--- config.mk ---
export PLATFORM = sky130hd
export DESIGN_NAME = timer_event_counter_set
export DESIGN_NICKNAME = d
export VERILOG_FILES = /design/src/pkg/timer_event_pkg.sv /design/src/hw/pin_sync.sv /design/src/hw/count_unit.sv /design/src/hw/timer_event_counter_set.sv
export SDC_FILE = /design/constraint.sdc
export NUM_CORES = 1
export LEC_CHECK = 0
export BUFFER_PORTS_ARGS = -buffer_cell sky130_fd_sc_hd__buf_2
export CAP_MARGIN = 5
export CORE_MARGIN = 2
export CORE_UTILIZATION = 30
export DETAILED_ROUTE_END_ITERATION = 10
export PLACE_DENSITY = 0.45
export SLEW_MARGIN = 0
export SYNTH_ARGS = -nofsm -noshare
export SYNTH_HDL_FRONTEND = slang
export SYNTH_SLANG_ARGS = --single-unit
--- constraint.sdc ---
create_clock -name i_clock -period 5.3 [get_ports i_clock]
set_clock_uncertainty 0.1 [all_clocks]
set_input_delay 1.06 -clock i_clock [delete_from_list [all_inputs] [get_ports i_clock]]
set_output_delay 1.06 -clock i_clock [all_outputs]
set_load 0.1 [all_outputs]
--- src/pkg/timer_event_pkg.sv ---
// constants and types shared by the timer/event counter set
package timer_event_pkg;

    // ==========================================================
    // register select codes on the sfr select bus
    localparam logic [2:0] SEL_C0_LOW   = 3'h0;
    localparam logic [2:0] SEL_C0_HIGH  = 3'h1;
    localparam logic [2:0] SEL_C1_LOW   = 3'h2;
    localparam logic [2:0] SEL_C1_HIGH  = 3'h3;
    localparam logic [2:0] SEL_C2_VALUE = 3'h4;
    localparam logic [2:0] SEL_C0_CTRL  = 3'h5;
    localparam logic [2:0] SEL_C1_CTRL  = 3'h6;
    localparam logic [2:0] SEL_C2_CTRL  = 3'h7;

    // ==========================================================
    // control register fields
    localparam int MODE_HI_POS = 7;
    localparam int MODE_LO_POS = 6;
    localparam int RUN_POS     = 4;
    localparam int EDGE_POS    = 3;
    localparam int PSC_HI_POS  = 2;
    localparam int PSC_LO_POS  = 0;

    localparam logic [7:0] CTRL_RESET     = 8'h00;
    // bit 5 unimplemented; unit 1 has no prescaler field
    localparam logic [7:0] CTRL_MASK_PSC  = 8'hdf;
    localparam logic [7:0] CTRL_MASK_NPSC = 8'hd8;

    // ==========================================================
    // units and widths
    localparam int NUM_UNITS   = 3;
    localparam int WIDE_BITS   = 16;
    localparam int NARROW_BITS = 8;
    localparam int PSC_BITS    = 7;
    localparam logic [PSC_BITS-1:0] PSC_RESET = 7'h00;
    localparam logic [7:0] BYTE_RESET = 8'h00;

    typedef enum logic [1:0] {
        MODE_IDLE  = 2'b00,
        MODE_EVENT = 2'b01,
        MODE_TIMER = 2'b10,
        MODE_PULSE = 2'b11
    } mode_t;

endpackage : timer_event_pkg

--- src/hw/pin_sync.sv ---
// three-stage pin synchroniser with agreement filter and edge pulses
`timescale 1ns/100ps
`default_nettype none
module pin_sync
    import timer_event_pkg::*;
(
    input  wire logic i_clock,
    input  wire logic i_rstn,
    input  wire logic i_pin,
    output logic      o_level,
    output logic      o_rise,
    output logic      o_fall
);
    logic       stage1_reg;
    logic       stage2_reg;
    logic       stage3_reg;
    logic       level_reg;
    logic       rise_reg;
    logic       fall_reg;
    logic [2:0] warm_reg;

    // ==========================================================
    // synchroniser chain
    always_ff @(posedge i_clock or negedge i_rstn) begin
        if (!i_rstn) begin
            stage1_reg <= 1'b0;
            stage2_reg <= 1'b0;
            stage3_reg <= 1'b0;
        end else begin
            stage1_reg <= i_pin;
            stage2_reg <= stage1_reg;
            stage3_reg <= stage2_reg;
        end
    end

    // ==========================================================
    // accepted level moves only when stages two and three agree;
    // just after reset the level adopts the pin without an edge, so a
    // pin idling high gives no false rise
    always_ff @(posedge i_clock or negedge i_rstn) begin
        if (!i_rstn) begin
            level_reg <= 1'b0;
            rise_reg  <= 1'b0;
            fall_reg  <= 1'b0;
            warm_reg  <= 3'h0;
        end else begin
            rise_reg <= 1'b0;
            fall_reg <= 1'b0;
            warm_reg <= {warm_reg[1:0], 1'b1};
            if (!warm_reg[2]) begin
                level_reg <= stage2_reg;
            end else if ((stage2_reg == stage3_reg) && (stage3_reg != level_reg)) begin
                level_reg <= stage3_reg;
                rise_reg  <= stage3_reg;
                fall_reg  <= ~stage3_reg;
            end
        end
    end

    assign o_level = level_reg;
    assign o_rise  = rise_reg;
    assign o_fall  = fall_reg;
endmodule : pin_sync
`default_nettype wire

--- src/hw/count_unit.sv ---
// one up-counting unit with preload, overflow reload and pulse measurement
`timescale 1ns/100ps
`default_nettype none
module count_unit
    import timer_event_pkg::*;
#(
    parameter int W = WIDE_BITS
) (
    input  wire logic         i_clock,
    input  wire logic         i_rstn,
    input  wire logic         i_tick,
    input  wire logic         i_pin_rise,
    input  wire logic         i_pin_fall,
    input  wire mode_t        i_mode,
    input  wire logic         i_run,
    input  wire logic         i_edge,
    input  wire logic         i_load,
    input  wire logic [W-1:0] i_load_value,
    output logic      [W-1:0] o_count,
    output logic              o_overflow,
    output logic              o_measure_done
);
    logic [W-1:0] count_reg;
    logic [W-1:0] preload_reg;
    logic         armed_reg;
    logic         overflow_reg;
    logic         done_reg;
    logic         advance;
    logic         start_edge;
    logic         stop_edge;

    // edge bit high: events on falling; measurement starts rising
    assign start_edge = i_edge ? i_pin_rise : i_pin_fall;
    assign stop_edge  = i_edge ? i_pin_fall : i_pin_rise;

    // ==========================================================
    // count source per mode
    always_comb begin
        advance = 1'b0;
        case (i_mode)
            MODE_TIMER: advance = i_run & i_tick;
            MODE_EVENT: advance = i_run & (i_edge ? i_pin_fall : i_pin_rise);
            MODE_PULSE: advance = i_run & armed_reg & i_tick;
            default:    advance = 1'b0;
        endcase
    end

    // ==========================================================
    // pulse measurement window
    always_ff @(posedge i_clock or negedge i_rstn) begin
        if (!i_rstn) begin
            armed_reg <= 1'b0;
            done_reg  <= 1'b0;
        end else begin
            done_reg <= 1'b0;
            if (!i_run || (i_mode != MODE_PULSE)) begin
                armed_reg <= 1'b0;
            end else if (!armed_reg && start_edge) begin
                armed_reg <= 1'b1;
            end else if (armed_reg && stop_edge) begin
                armed_reg <= 1'b0;
                done_reg  <= 1'b1;
            end
        end
    end

    // ==========================================================
    // preload holds no reset value; software must clear it
    always_ff @(posedge i_clock) begin
        if (i_load) begin
            preload_reg <= i_load_value;
        end
    end

    // ==========================================================
    // live count
    always_ff @(posedge i_clock or negedge i_rstn) begin
        if (!i_rstn) begin
            count_reg    <= '0;
            overflow_reg <= 1'b0;
        end else begin
            overflow_reg <= 1'b0;
            if (i_load && !i_run) begin
                count_reg <= i_load_value;
            end else if (advance) begin
                if (&count_reg) begin
                    // a preload written while running lands only here
                    count_reg    <= preload_reg;
                    overflow_reg <= 1'b1;
                end else begin
                    count_reg <= count_reg + 1'b1;
                end
            end
        end
    end

    assign o_count        = count_reg;
    assign o_overflow     = overflow_reg;
    assign o_measure_done = done_reg;
endmodule : count_unit
`default_nettype wire

--- src/hw/timer_event_counter_set.sv ---
// three timer/event counters behind the cpu special function registers
//
// What this block does
// - two sixteen-bit and one eight-bit up counter
// - each unit does timing, event counting or pulse width measurement
// - timer and pulse width modes count the system clock
// - event mode adds one per selected pin edge
// - count runs to all ones, then overflows and raises an interrupt
// - after overflow the preload value is reloaded and counting goes on
// - preload written while stopped also lands in the count at once
// - preload written while running waits for the next overflow
// - preload has no reset value; software clears it
// - low byte write goes to the low byte buffer only
// - high byte write loads high byte and moves buffer into low byte
// - high byte read latches live low byte into the buffer
// - low byte read returns the buffer, not the live byte
// - control bits seven and six select the mode
// - control bit four runs or halts the unit
// - control bits two to zero set prescaler of units zero and two
// - prescaler ignored when counting external pin edges
// - control bit three picks the active pin edge
`timescale 1ns/100ps
`default_nettype none
module timer_event_counter_set
    import timer_event_pkg::*;
(
    input  wire logic                 i_clock,
    input  wire logic                 i_rstn,
    input  wire logic [2:0]           i_sfr_sel,
    input  wire logic                 i_sfr_wr,
    input  wire logic                 i_sfr_rd,
    input  wire logic [7:0]           i_sfr_wdata,
    output logic      [7:0]           o_sfr_rdata,
    input  wire logic [NUM_UNITS-1:0] i_event_pin,
    output logic      [NUM_UNITS-1:0] o_overflow_irq
);
    // ==========================================================
    // declarations
    logic [7:0]          ctrl_reg [NUM_UNITS];
    logic [7:0]          low_buf0_reg;
    logic [7:0]          low_buf1_reg;
    logic [7:0]          rdata_reg;
    logic [PSC_BITS-1:0] psc_cnt_reg;

    logic [WIDE_BITS-1:0] count_val  [NUM_UNITS];
    logic [WIDE_BITS-1:0] load_value [NUM_UNITS];
    logic [NUM_UNITS-1:0] load_en;
    logic [NUM_UNITS-1:0] unit_tick;
    logic [NUM_UNITS-1:0] pin_rise;
    logic [NUM_UNITS-1:0] pin_fall;
    logic [NUM_UNITS-1:0] measure_done;
    logic [NUM_UNITS-1:0] overflow;

    logic wr_c0_low;
    logic wr_c0_high;
    logic wr_c1_low;
    logic wr_c1_high;
    logic wr_c2_value;
    logic rd_c0_high;
    logic rd_c1_high;

    // ==========================================================
    // bus decode
    assign wr_c0_low   = i_sfr_wr && (i_sfr_sel == SEL_C0_LOW);
    assign wr_c0_high  = i_sfr_wr && (i_sfr_sel == SEL_C0_HIGH);
    assign wr_c1_low   = i_sfr_wr && (i_sfr_sel == SEL_C1_LOW);
    assign wr_c1_high  = i_sfr_wr && (i_sfr_sel == SEL_C1_HIGH);
    assign wr_c2_value = i_sfr_wr && (i_sfr_sel == SEL_C2_VALUE);
    assign rd_c0_high  = i_sfr_rd && (i_sfr_sel == SEL_C0_HIGH);
    assign rd_c1_high  = i_sfr_rd && (i_sfr_sel == SEL_C1_HIGH);

    // ==========================================================
    // shared free-running prescaler divider
    always_ff @(posedge i_clock or negedge i_rstn) begin
        if (!i_rstn) begin
            psc_cnt_reg <= PSC_RESET;
        end else begin
            psc_cnt_reg <= psc_cnt_reg + 1'b1;
        end
    end

    // ==========================================================
    // low byte buffers of the sixteen-bit units
    // one buffer serves both directions, so a high byte read between a
    // low byte write and the matching high byte write corrupts the load
    always_ff @(posedge i_clock or negedge i_rstn) begin
        if (!i_rstn) begin
            low_buf0_reg <= BYTE_RESET;
        end else if (wr_c0_low) begin
            low_buf0_reg <= i_sfr_wdata;
        end else if (rd_c0_high) begin
            low_buf0_reg <= count_val[0][7:0];
        end
    end

    always_ff @(posedge i_clock or negedge i_rstn) begin
        if (!i_rstn) begin
            low_buf1_reg <= BYTE_RESET;
        end else if (wr_c1_low) begin
            low_buf1_reg <= i_sfr_wdata;
        end else if (rd_c1_high) begin
            low_buf1_reg <= count_val[1][7:0];
        end
    end

    // ==========================================================
    // preload paths into the units
    // a high byte write carries the buffered low byte with it
    assign load_en[0]    = wr_c0_high;
    assign load_en[1]    = wr_c1_high;
    assign load_en[2]    = wr_c2_value;
    assign load_value[0] = {i_sfr_wdata, low_buf0_reg};
    assign load_value[1] = {i_sfr_wdata, low_buf1_reg};
    assign load_value[2] = {BYTE_RESET, i_sfr_wdata};

    // ==========================================================
    // per unit: control register, prescaler tick, pin, counter
    genvar u;
    generate
        for (u = 0; u < NUM_UNITS; u++) begin : g_unit
            localparam int         UW       = (u == 2) ? NARROW_BITS : WIDE_BITS;
            localparam logic [7:0] CTRL_MSK = (u == 1) ? CTRL_MASK_NPSC
                                                       : CTRL_MASK_PSC;
            localparam logic [2:0] CTRL_SEL = (u == 0) ? SEL_C0_CTRL
                                            : (u == 1) ? SEL_C1_CTRL
                                                       : SEL_C2_CTRL;
            logic [2:0]          psc_sel;
            logic [PSC_BITS-1:0] psc_mask;
            logic [UW-1:0]       unit_count;
            mode_t               unit_mode;

            // control register; a completed measurement drops the run bit,
            // but a software write in the same cycle takes precedence
            always_ff @(posedge i_clock or negedge i_rstn) begin
                if (!i_rstn) begin
                    ctrl_reg[u] <= CTRL_RESET;
                end else if (i_sfr_wr && (i_sfr_sel == CTRL_SEL)) begin
                    ctrl_reg[u] <= i_sfr_wdata & CTRL_MSK;
                end else if (measure_done[u]) begin
                    ctrl_reg[u][RUN_POS] <= 1'b0;
                end
            end

            assign unit_mode = mode_t'(ctrl_reg[u][MODE_HI_POS:MODE_LO_POS]);
            // unit 1 has no prescaler field, so its field reads zero: ratio 1:1
            assign psc_sel   = ctrl_reg[u][PSC_HI_POS:PSC_LO_POS];
            assign psc_mask  = PSC_BITS'((8'h01 << psc_sel) - 8'h01);
            // tick only feeds internal-clock modes; event mode ignores it
            assign unit_tick[u] = ((psc_cnt_reg & psc_mask) == psc_mask);

            pin_sync u_pin_sync (
                .i_clock (i_clock),
                .i_rstn  (i_rstn),
                .i_pin   (i_event_pin[u]),
                .o_level (),
                .o_rise  (pin_rise[u]),
                .o_fall  (pin_fall[u])
            );

            count_unit #(
                .W (UW)
            ) u_count_unit (
                .i_clock        (i_clock),
                .i_rstn         (i_rstn),
                .i_tick         (unit_tick[u]),
                .i_pin_rise     (pin_rise[u]),
                .i_pin_fall     (pin_fall[u]),
                .i_mode         (unit_mode),
                .i_run          (ctrl_reg[u][RUN_POS]),
                .i_edge         (ctrl_reg[u][EDGE_POS]),
                .i_load         (load_en[u]),
                .i_load_value   (load_value[u][UW-1:0]),
                .o_count        (unit_count),
                .o_overflow     (overflow[u]),
                .o_measure_done (measure_done[u])
            );

            assign count_val[u] = WIDE_BITS'(unit_count);
        end
    endgenerate

    // overflow interrupt requests straight from the units' pulse flops
    assign o_overflow_irq = overflow;

    // ==========================================================
    // read data, registered one cycle after the read strobe
    always_ff @(posedge i_clock or negedge i_rstn) begin
        if (!i_rstn) begin
            rdata_reg <= BYTE_RESET;
        end else if (i_sfr_rd) begin
            case (i_sfr_sel)
                SEL_C0_LOW:   rdata_reg <= low_buf0_reg;
                SEL_C0_HIGH:  rdata_reg <= count_val[0][15:8];
                SEL_C1_LOW:   rdata_reg <= low_buf1_reg;
                SEL_C1_HIGH:  rdata_reg <= count_val[1][15:8];
                SEL_C2_VALUE: rdata_reg <= count_val[2][7:0];
                SEL_C0_CTRL:  rdata_reg <= ctrl_reg[0];
                SEL_C1_CTRL:  rdata_reg <= ctrl_reg[1];
                SEL_C2_CTRL:  rdata_reg <= ctrl_reg[2];
                default:      rdata_reg <= BYTE_RESET;
            endcase
        end
    end

    assign o_sfr_rdata = rdata_reg;
endmodule : timer_event_counter_set
`default_nettype wire

# ---- After elaboration in Yosys (flattened, before gate mapping)
# Cells that the tools add are included.
# W data, S select, Z words.
dict set report totals {
  output_inout_bits 11
  in_bits 18
  elab_cells 219
  regBits 165
}
dict set report classes {
  bitwise_logic 15
  n_shift 2
  n_addsub 6
  mux 74
  n_reduce_logical 46
  eq_ne 30
}
# operator count
set op_table {}
lappend op_table {{$mux W16} 6}
lappend op_table {{$pmux W8 S8} 1}
lappend op_table {{$mux W1} 57}
lappend op_table {{$mux W8} 7}
lappend op_table {{$add A16 B1 Y16 const B} 2}
lappend op_table {{$reduce_and A16 Y1} 2}
lappend op_table {{$logic_and A1 B1 Y1} 22}
lappend op_table {{$reduce_bool A2 Y1} 8}
lappend op_table {{$and A7 B7 Y7} 2}
lappend op_table {{$eq A7 B7 Y1} 2}
lappend op_table {{$shl A1 B3 Y7 const A} 2}
lappend op_table {{$sub A7 B1 Y7 const B} 2}
lappend op_table {{$eq A2 B2 Y1 const B} 6}
lappend op_table {{$eq A3 B3 Y1 const B} 4}
lappend op_table {{$ne A2 B2 Y1 const B} 6}
lappend op_table {{$and A1 B1 Y1} 10}
lappend op_table {{$pmux W1 S3} 3}
lappend op_table {{$reduce_bool A3 Y1} 3}
lappend op_table {{$add A8 B1 Y8 const B} 1}
lappend op_table {{$reduce_and A8 Y1} 1}
lappend op_table {{$add A7 B1 Y7 const B} 1}
lappend op_table {{$eq A2 B1 Y1 const B} 3}
lappend op_table {{$eq A3 B2 Y1 const B} 2}
lappend op_table {{$logic_not A1 Y1} 6}
lappend op_table {{other kinds (6)} 14}

# ---- Logic depth before layout (Yosys ltp)
# Gate-level depths: netlist (run 1).
dict set report logic_depth {
  ltp_word 8
  ltp_mapped 12
  ltp_nobuf 9
}

# ---- By module
# A second synthesis (run 1) with hierarchy kept.
dict set report hier_totals {
  hier_cells 754
  area_unflattened_um2 8152.8
}
# mod n_inst area_each_um2 seq_area_each_um2 cells_each
set by_module_without_submodules {}
lappend by_module_without_submodules {{count_unit (g_unit[0].u_count_unit ...)} 2 1734.2 955.9 164}
lappend by_module_without_submodules {timer_event_counter_set 1 2862.7 1226.2 284}
lappend by_module_without_submodules {{count_unit (g_unit[2].u_count_unit)} 1 1007.2 515.5 88}
lappend by_module_without_submodules {pin_sync 3 271.5 225.2 18}

# ---- Least setup slack after synthesis (run 1)
# No wires, ideal clock.
dict set report synth_timing {
  kind {in2reg}
  from {input i_sfr_sel[0]}
  to {register g_unit[2].u_count_unit.count_reg[0]}
  setup_slack_ns 2.326
  n_path_buf 2
  required_ns 5.057
  setup_time_ns 0.143
  t_arrival_ns 2.731
  stages 6
  cell_sequence {buf_2 > buf_2 > nor3_1 > nand2_1 > nand2_1 > o221ai_1}
}
dict set report synth_between {
  elab_chain_len 4
  word_cells_on_any_way 5
  cone_classes {1 x eq/ne; 1 x mux; 3 x reduce/logical}
}
# item line
set synth_lines {}
lappend synth_lines {{start, declared} timer_event_counter_set.sv:29} ;# input wire logic [2:0] i_sfr_sel,
lappend synth_lines {{$eq A3 B3 Y1 *} timer_event_counter_set.sv:68} ;# assign wr_c2_value = i_sfr_wr && (i_sfr_sel == SEL_C2_VALUE);
lappend synth_lines {{$logic_and A1 B1 Y1 *} timer_event_counter_set.sv:68}
lappend synth_lines {{named net g_unit[2].u_count_unit.i_load} count_unit.sv:17} ;# input wire logic i_load,
lappend synth_lines {{$logic_and A1 B1 Y1 *} count_unit.sv:83} ;# if (i_load && !i_run) begin
lappend synth_lines {{$mux W8 / $reduce_bool A2 Y1 (equally long branches)} --}
lappend synth_lines {{end signal, assigned} count_unit.sv:84} ;# count_reg <= i_load_value;
lappend synth_lines {{end signal, assigned} count_unit.sv:88} ;# count_reg <= preload_reg;
lappend synth_lines {{end signal, assigned} count_unit.sv:91} ;# count_reg <= count_reg + 1'b1;
lappend synth_lines {{end, declared} count_unit.sv:23} ;# logic [W-1:0] count_reg;
# The timed path passes the listed nets; every way through them passes the cells marked *.
# A chain may end at the register's enable or synchronous reset.

# ---- Worst setup path in the final report (run 1)
dict set report layout_timing {
  from {register ctrl_reg[18] (netlist bit)}
  to {register g_unit[0].u_count_unit.count_reg[15]}
}
dict set report layout_between {
  elab_chain_len 7
  word_cells_on_any_way 8
  cone_classes {1 x add/sub; 1 x eq/ne; 1 x shift; 1 x mux; 3 x bitwise; 1 x reduce/logical}
}
# item line
set layout_lines {}
lappend layout_lines {{start, declared} timer_event_counter_set.sv:39} ;# logic [7:0] ctrl_reg [NUM_UNITS];
lappend layout_lines {{start signal, assigned by index} timer_event_counter_set.sv:138} ;# ctrl_reg[u] <= i_sfr_wdata & CTRL_MSK;
lappend layout_lines {{$shl A1 B3 Y7 *} timer_event_counter_set.sv:147} ;# assign psc_mask = PSC_BITS'((8'h01 << psc_sel) - 8'h01);
lappend layout_lines {{$sub A7 B1 Y7 *} timer_event_counter_set.sv:147}
lappend layout_lines {{$and A7 B7 Y7} timer_event_counter_set.sv:149} ;# assign unit_tick[u] = ((psc_cnt_reg & psc_mask) == psc_mask);
lappend layout_lines {{$eq A7 B7 Y1 *} timer_event_counter_set.sv:149}
lappend layout_lines {{$and A1 B1 Y1, on equally long branches} {count_unit.sv:43, count_unit.sv:41}}
lappend layout_lines {{$pmux W1 S3 *} count_unit.sv:40} ;# case (i_mode)
lappend layout_lines {{$reduce_bool A2 Y1 (no source line) *} --}
lappend layout_lines {{end signal, assigned} count_unit.sv:84}
lappend layout_lines {{end signal, assigned} count_unit.sv:88}
lappend layout_lines {{end signal, assigned} count_unit.sv:91}
lappend layout_lines {{end, declared} count_unit.sv:23}
# Mark *: on every way between the ends. The rest lies on a longest branch, timed or not.

==> results.txt, run 1 <==
Registers take 0.00418 mm². Counting every net in the synthesized netlist gives 762. For this block, the initial DRC count from the detailed router was 452.

The buffer cell driving the clock tree root is clkbuf_16. The gate count of the mapped netlist came out at 739. The global placer's final weighted congestion is 0.881. Counting along the longest clock path gives a buffer depth of 2. The worst-case setup margin in the final layout came out at 1.85 ns.

The post-synthesis instance area came out at 0.00779 mm². The largest total area in the synthesized netlist belongs to dfrtp_1. The share of power burned in combinational logic came out at 21.8%. The number of setup buffers added after CTS is 0. Entering global routing, the biggest net connects 49 pins. The tightest min-delay check is of the reg -> reg type.

The mean instance size in the synthesized netlist came out at 10.5 µm². Traced cell by cell, the critical path runs through or3_1, ha_1, or4b_1, a31o_1, o2111ai_2, and2_1, nand2_1, o221a_2. The peak fanout along the critical path came out at 17. For this design, the sink count on the clock tree is 159. The relative slew slack is 23.8%. The part of the power in the clock network came out at 30.0%. The number of synthesized register bits is 159. Dividing the final minimum period by the clock period gives 65.1%. The first detailed-routing pass ran for 4 iterations. Cell internal power was estimated by the tool at 2.51 mW. For this run, the number of Yosys warnings is 0.

After global routing the overflow that remains totals 0. The boundary pin count came out at 29. The post-CTS resize count came out at 0. The detailed-route wire length came out at 21.9 mm. The arithmetic-cell share of the synthesized area counting full adders, half adders and majority gates came out at 0.803%. The share of flip-flops with an asynchronous set or reset came out at 74.8%. The initial antenna violation count came out at 0. The share of the synthesized area in the top cell type came out at 38.2%. STA classifies the critical path endpoint as a flip-flop. The synthesized-area fraction occupied by xor and xnor cells came out at 2.81%. The net switching component of the power came out at 1.36 mW. Dividing total power by cell area gives a power density of 441 mW/mm². The delay of the slowest critical-path stage is 0.65 ns.

The number of port buffers is 28. The share of cells above drive strength 1 is 12.9%. The post-route worst hold slack is 0.248 ns.

Of the synthesized area, sequential elements account for 53.6%. The worst setup path is of the reg -> reg kind. The multi-input combinational cells in the finished layout cover a total of 0.00335 mm². The total count of max-transition violations in the final report is 0. The TritonCTS clock tree is yes.

The power after layout came out at 3.87 mW. The area growth from synthesis to layout is 12.5%. Setup repair after global routing left no endpoint under its margin. The initialized floorplan defines 58 standard-cell rows. Ranked by instance count, the synthesized netlist is headed by dfrtp_1, nor2_1, nand2_1.

Summing the areas of all compound-gate instances in the mapped netlist gives 15.5% of the synthesized area. After detailed routing, the number of vias per cell comes to 5.35. By instance count, the leading cell after synthesis is dfrtp_1.

The leakage power figure is 3.45 nW. The number of setup violations in the final report came out at 0. The initial standard-cell utilization of the core came out at 30.8%. The die width is 165 µm.

IR analysis of the VDD net gives a maximum drop of 0.217 mV. The number of flops mapped to enable cells by yosys is 40. The number of hold buffers added after cts came out at 0. Derived from the worst setup path, the maximum achievable clock frequency is 290 MHz. Sequential cells account for 48.2% of the total power. After synthesis, the largest family of logic cells by area is simple AND/OR/NAND/NOR gates. The routed wire length per instance is 19.9 µm. The simple-gate share of the synthesized area is 16.6%. At the placement stage, the worst setup path has a slack of 1.76 ns. The height of the die is 165 µm. The run finished with clean final reports. The routed design could run at a clock period as short as 3.45 ns. The latest clock arrival within the worst-skew pair came out at 0.42 ns.

In the post-synthesis netlist, the biggest area contributors are dfrtp_1, edfxtp_1, nor2_1, nand2_1, mux2i_1. The share of cell area taken by muxes after synthesis is 7.21%. TritonCTS created 17 clock buffers. The count of nets left with antenna violations after detail routing came out at 0. After the last flow step, the layout net total stands at 779.

The hold violation total from the final report is 0. The total routing usage reported by global routing is 17.0%. STA puts the critical path data arrival time at 3.66 ns. The largest individual stage delay along the critical path comes from the cell and2_1. The repair_antennas step left the layout with diodes totalling 0. The via count of the first global-routing pass came to 5818. Setup total negative slack on the finished layout was measured at 0 ns. The DRC violations left came out at 0. The detailed router placed 5885 vias in this run. The die covers 0.0273 mm². The clock slew seen by the registers of the worst setup and hold paths came out at 0.06 ns. After filler insertion, the fill cell instance count of the layout stands at 2529. The unique cell type count in the Yosys netlist is 64. The clock tree synthesis step divided the H-tree into 4 levels. Among all flip-flop cells after synthesis, the most frequent one is dfrtp_1.

For the worst setup path, the data required time is 5.51 ns. The worst setup path is launched from a flip-flop. The region available for standard cell placement spans 0.0253 mm². The first global-routing pass estimated 34.6 mm of wire. The transition time at the pin with the least slew margin is 1.14 ns. The HPWL after detailed placement came out at 15.0 mm. The count of maximum capacitance violations came out at 0. The switching part of the total power is 35.1%.
-- worst paths after layout --
check	endpoint	slack, ns	cells past startpoint	start
worst max-delay path	g_unit[0].u_count_unit.o_count[15]	1.85	8	ctrl_reg[18]
worst max register to register	g_unit[0].u_count_unit.o_count[15]	1.85	8	ctrl_reg[18]
max in group asynchronous	g_unit[1].u_count_unit.o_count[14]	3.59	2	i_rstn
worst min register to register	g_unit[2].u_pin_sync.warm_reg[1]	0.25	0	g_unit[2].u_pin_sync.warm_reg[0]
min in group asynchronous	g_unit[0].u_count_unit.armed_reg	0.55	1	i_rstn
worst min-delay path	g_unit[2].u_pin_sync.warm_reg[1]	0.25	0	g_unit[2].u_pin_sync.warm_reg[0]
-- worst max-delay path, delay by kind of cell (launching register included) --
family | cells | cell delay [ns]
and+or+nand+nor | 4 | 1.84
AOI/OAI and AO/OA | 3 | 0.64
DFF | 1 | 0.48
adders and majority gates | 1 | 0.29
-- cell type report --
type                       instances  area share [%]
sequential                       159            47.7
multi-input combinational        521            38.2
clock buffer                      24            5.62
tap                              330            4.71
timing repair buffer              34            2.14
inverter                          23           0.984
clock inverter                     8           0.656
-- power groups by stage --
stage	Clock (mW)	Combinational, mW	Sequential (mW)
3_5_place_dp	0	0.844	1.88
6_report	1.16	0.845	1.87
5_1_grt	1.24	0.942	1.91
4_1_cts	1.19	0.851	1.86
3_3_place_gp	0	0.829	1.88
2_1_floorplan	0	0.566	1.84
-- kinds of logic (layout without fill, tap and decap cells) --
logic type | Yosys count | after routing
AND/OR/NAND/NOR | 264 | 264
buffers and inverters | 59 | 89
other | 1 | 1
flip-flops | 159 | 159
XOR/XNOR | 25 | 25
adder cells (fa/ha/maj) | 5 | 5
AO/OA/AOI/OAI | 180 | 180
multiplexers | 46 | 46
-- through the flow --
| step | instances | area, µm² | utilization [%] |
|---|---|---|---|
| after floorplan | 739 | 7790 | - |
| after global placement | 1067 | 8220 | 32.5 |
| after detailed placement | 1067 | 8220 | 32.5 |
| after CTS | 1099 | 8770 | 34.6 |
| after global routing | 1099 | 8770 | 34.6 |
| final | 1099 | 8770 | 34.6 |
-- routing by layer --
layer  GRT usage, %  vias up  share of wire [%]
met5              0        -                  0
met4           6.32        0                2.5
met3           2.95       34                3.1
met2           26.8      121                 47
met1           23.3     2961                 48
li1               -     2769                  -
-- layout by cell type, fill, tap and decap left out, types with 8 or more instances in the layout --
cell type / Yosys / routed
xnor2_1: 17 / 17
a211oi_1: 19 / 19
dfrtp_1: 119 / 119
nand4_1: 10 / 10
a221o_1: 14 / 14
buf_2: 9 / 27
clkbuf_16: 0 / 18
nor2_1: 73 / 72
o211ai_1: 15 / 15
nor3_1: 13 / 13
and3_1: 8 / 8
nand3_1: 31 / 31
o221ai_1: 9 / 9
o21ai_0: 40 / 40
nand2_1: 71 / 71
mux2i_1: 22 / 22
a22oi_1: 10 / 10
a21oi_1: 41 / 41
nor2b_1: 12 / 12
xor2_1: 8 / 8
edfxtp_1: 40 / 40
mux2_2: 17 / 17
inv_1: 23 / 23
No activity file was read; power rests on OpenSTA's default activity.
==> run 2: changes to the inputs <==
--- a/config.mk
+++ b/config.mk
@@ -5,12 +5,13 @@
 export SDC_FILE = /design/constraint.sdc
 export NUM_CORES = 1
 export LEC_CHECK = 0
+export ABC_AREA = 1
 export BUFFER_PORTS_ARGS = -buffer_cell sky130_fd_sc_hd__buf_2
 export CAP_MARGIN = 5
 export CORE_MARGIN = 2
 export CORE_UTILIZATION = 30
 export DETAILED_ROUTE_END_ITERATION = 10
-export PLACE_DENSITY = 0.45
+export PLACE_DENSITY = 0.44
 export SLEW_MARGIN = 0
 export SYNTH_ARGS = -nofsm -noshare
 export SYNTH_HDL_FRONTEND = slang
==> constraint.sdc (replaced) <==
create_clock -name i_clock -period 3.6 [get_ports i_clock]
set_clock_uncertainty 0.1 [all_clocks]
set_input_delay 0.72 -clock i_clock [delete_from_list [all_inputs] [get_ports i_clock]]
set_output_delay 0.72 -clock i_clock [all_outputs]
set_load 0.1 [all_outputs]
==> results.txt, run 2 <==
The library cell with the highest instance count after synthesis is nand2_1. STA puts the critical path data arrival time at 2.67 ns. Setup violations remaining at the end of the flow were counted as 0. The share of flip-flops with an asynchronous set or reset came out at 74.8%. The data required time of the worst path is 3.81 ns. The height of the die came out at 170 µm. Setup repair after global routing left no endpoint under its margin. The library cell used most frequently in the layout, excluding fill and tap cells, is nand2_1.

The share of cells above drive strength 1 came out at 12.4%. The total count of max-transition violations in the final report came to 0. The tightest min-delay check is of the in -> async type.

Post-CTS repair changed the size of 0 cells. The sum of negative setup slack is 0 ns. TritonCTS built the clock tree. The mean instance size in the synthesized netlist is 8.33 µm². The initial antenna violation count was 0. The clock slew seen by the registers of the worst setup and hold paths is 0.07 ns. The unique cell type count in the Yosys netlist came out at 44. The timing-limited maximum frequency is 407 MHz.

The biggest area contributor in the post-synthesis netlist is dfrtp_1. The power per cell area is 650 mW/mm². The area overhead of the layout relative to synthesis came out at 12.9%. The leakage power figure is 4.26 nW.

Of all nets on the critical path, the largest fanout is 18. The post-synthesis instance area came out at 0.00830 mm². The number of hold buffers added after cts is 0. STA classifies the critical path startpoint as a flip-flop. Clock latency on the worst-skew pair, taken at its later pin, is 0.44 ns. The number of optimization iterations in the first detailed-route pass is 5. The sequential power share is 45.0%. The net count after synthesis is 1020. By count the netlist is led by nand2_1, dfrtp_1, inv_1.

The HPWL after detailed placement is 19.1 mm. The internal portion of total power came out at 3.66 mW. Counting every instance in the synthesized netlist gives 997. The DRC marker count from the first detailed-route iteration came out at 618. The initial standard-cell utilization of the core came out at 30.7%. The clock period could shrink to 2.46 ns.

The routed via count divided by cell count is 4.95. The warning count from the yosys run is 0. The flow ran to the end, and the final reports show no timing, DRC or antenna violations. The first global-routing pass estimated 41.1 mm of wire. The total routing usage reported by global routing came out at 18.9%. The repair_antennas step left the layout with diodes totalling 0. For this run the aggregate overflow at the end of global routing stands at 0. The kind of end point of the critical path is a flip-flop. The share of cell area taken by muxes after synthesis is 0%. At the end of the flow, the number of nets in the layout was 1051. From left edge to right edge, the die measures 170 µm. The DRC violations left is 0.

The H-tree depth reported by CTS is 4. The maximum clock insertion buffer count came out at 2. The share of the yosys chip area belonging to registers is 50.3%. The final clock period utilization by the worst path came out at 68.3%. The power after layout is 6.09 mW. The tool flagged a number of max-cap violations equal to 0. The detailed-route wire length is 26.0 mm. The core region is 0.0270 mm².

For the pin with the worst max-slew slack, the measured transition is 0.752 ns. The share of the synthesized area in the top cell type is 35.9%. The launch point of the critical path is ctrl_reg[17]. The TritonCTS sink count came out at 159.

The post-synthesis compound-gate area fraction came out at 10.0%. The simple-gate share of the synthesized area came out at 29.7%. The arithmetic-cell share of the synthesized area counting full adders, half adders and majority gates came out at 0.754%. The number of flops mapped to enable cells by yosys came out at 40. The buffer cell driving the clock tree root is clkbuf_16. Entering global routing, the biggest net connects 72 pins. The share of power burned in combinational logic is 25.2%.

The count of nets left with antenna violations after detail routing came out at 0. The final cell utilization of the core is 34.7%. The number of core rows is 60. The net switching component of the power is 2.43 mW. Leaving out fill and tap cells, the most frequent cells in the layout are nand2_1, dfrtp_1, inv_1, nand3_1, nor2_1. The via count of the first global-routing pass came to 6655. Across all layers, the routed design uses 6836 vias. Sorting the synthesized cells by area gives the leading types as dfrtp_1, edfxtp_1, nand2_1, nand3_1, inv_1. The hold violation total from the final report came out at 0.

The prevailing post-synth register cell is dfrtp_1. The peak supply drop is 0.230 mV. The switching part of the total power came out at 39.9%. The number of port buffers came out at 28. The synthesized netlist devotes 2.64% of its cell area to XOR and XNOR gates. The worst setup path is of the reg -> reg kind. The relative slew slack is 49.8%. In this run the count of I/O pins placed on the die edge is 29.

In this run the worst setup path terminates at g_unit[0].u_count_unit.o_count[12]. The congestion estimate from routability-driven global placement came to 0.859. The worst setup slack for register-to-register paths is 1.14 ns. The largest family of logic cells by synthesized area is simple AND/OR/NAND/NOR gates.

Per report_power, the clock group accounts for 29.8% of the total. The path depth of the worst reg2reg path came out at 12. In this run the critical register-to-register path is captured at g_unit[0].u_count_unit.o_count[12]. Counting the buffers created by CTS gives 17. Buffers added to address setup during post-CTS repair amount to 0. The number of synthesized register bits is 159. The worst register-to-register path begins at ctrl_reg[17].

The die covers 0.0290 mm². The routed wire length per instance is 18.8 µm. The post-route worst hold slack is 0.213 ns.
[run 2: changes by cell type in the layout (fill, tap and decap cells not counted), moves of 12 or more]
cell / previous run / this run
inv_2: 0 / 14
a21oi_1: 41 / 21
o21ai_1: 2 / 19
mux2_2: 17 / 0
nand3_1: 31 / 69
nor2b_1: 12 / 0
a221o_1: 14 / 0
inv_1: 23 / 88
nand4_1: 10 / 31
mux2i_1: 22 / 0
a211oi_1: 19 / 1
nand2_1: 71 / 312
[run 2: cells by family after synthesis]
logic type | Yosys count
xor+xnor | 25
fa+ha+maj | 5
compound gates | 141
flops | 159
simple gates | 539
other cells | 1
buf+inv | 127
[run 2: worst max-delay path, cell delays in order, from the launching register on]
cell,delay [ns]
dfrtp_1,0.52
inv_1,0.20
nand3_1,0.12
ha_1,0.25
nand2_1,0.10
nand2_1,0.06
inv_1,0.04
nor2_1,0.15
nor2_2,0.08
nand2_4,0.21
nand2_2,0.27
nand2_1,0.13
nand3_1,0.08
[run 2: cell type report]
cell class	instances	area, µm²
multi-input cells	711	3580
fillers	2854	17700
inverters	102	383
clock buffers	17	425
flip-flops and latches	159	4180
well taps	341	427
clock inverters	15	166
repair buffers	37	214
[run 2: per-stage QoR]
stage	area (µm²)	std cells	setup WS, ns
6_report	9380	1382	1.14
3_3_place_gp	8780	1350	1.05
5_1_grt	9380	1382	0.912
3_5_place_dp	8780	1350	0.967
4_1_cts	9380	1382	1.15
2_1_floorplan	8300	997	1.55
[run 2: worst min-delay path by stage]
stage / start / to / cells past startpoint
2_1_floorplan: g_unit[0].u_pin_sync.stage1_reg / g_unit[0].u_pin_sync.stage2_reg / 0
3_3_place_gp: g_unit[1].u_pin_sync.stage1_reg / g_unit[1].u_pin_sync.stage2_reg / 0
3_5_place_dp: g_unit[2].u_pin_sync.warm_reg[0] / g_unit[2].u_pin_sync.warm_reg[1] / 0
4_1_cts: i_rstn / g_unit[1].u_count_unit.o_overflow / 1
5_1_grt: i_event_pin[1] / g_unit[1].u_pin_sync.stage1_reg / 1
6_report: i_rstn / psc_cnt_reg[1] / 1
[run 2: power groups by stage]
stage / registers (mW) / clock network, mW / logic (mW)
6_report: 2.74 / 1.81 / 1.53
5_1_grt: 2.80 / 1.95 / 1.74
4_1_cts: 2.74 / 1.86 / 1.54
3_5_place_dp: 2.77 / 0 / 1.53
3_3_place_gp: 2.78 / 0 / 1.53
2_1_floorplan: 2.71 / 0 / 0.999
[run 2: per-layer routing]
metal | wire length [µm] | track usage (%) | up-vias
li1 | - | - | 3382
met1 | 12400 | 27.6 | 3239
met2 | 12000 | 29.0 | 181
met3 | 1060 | 2.63 | 34
met4 | 482 | 5.83 | 0
met5 | 0 | 0 | -
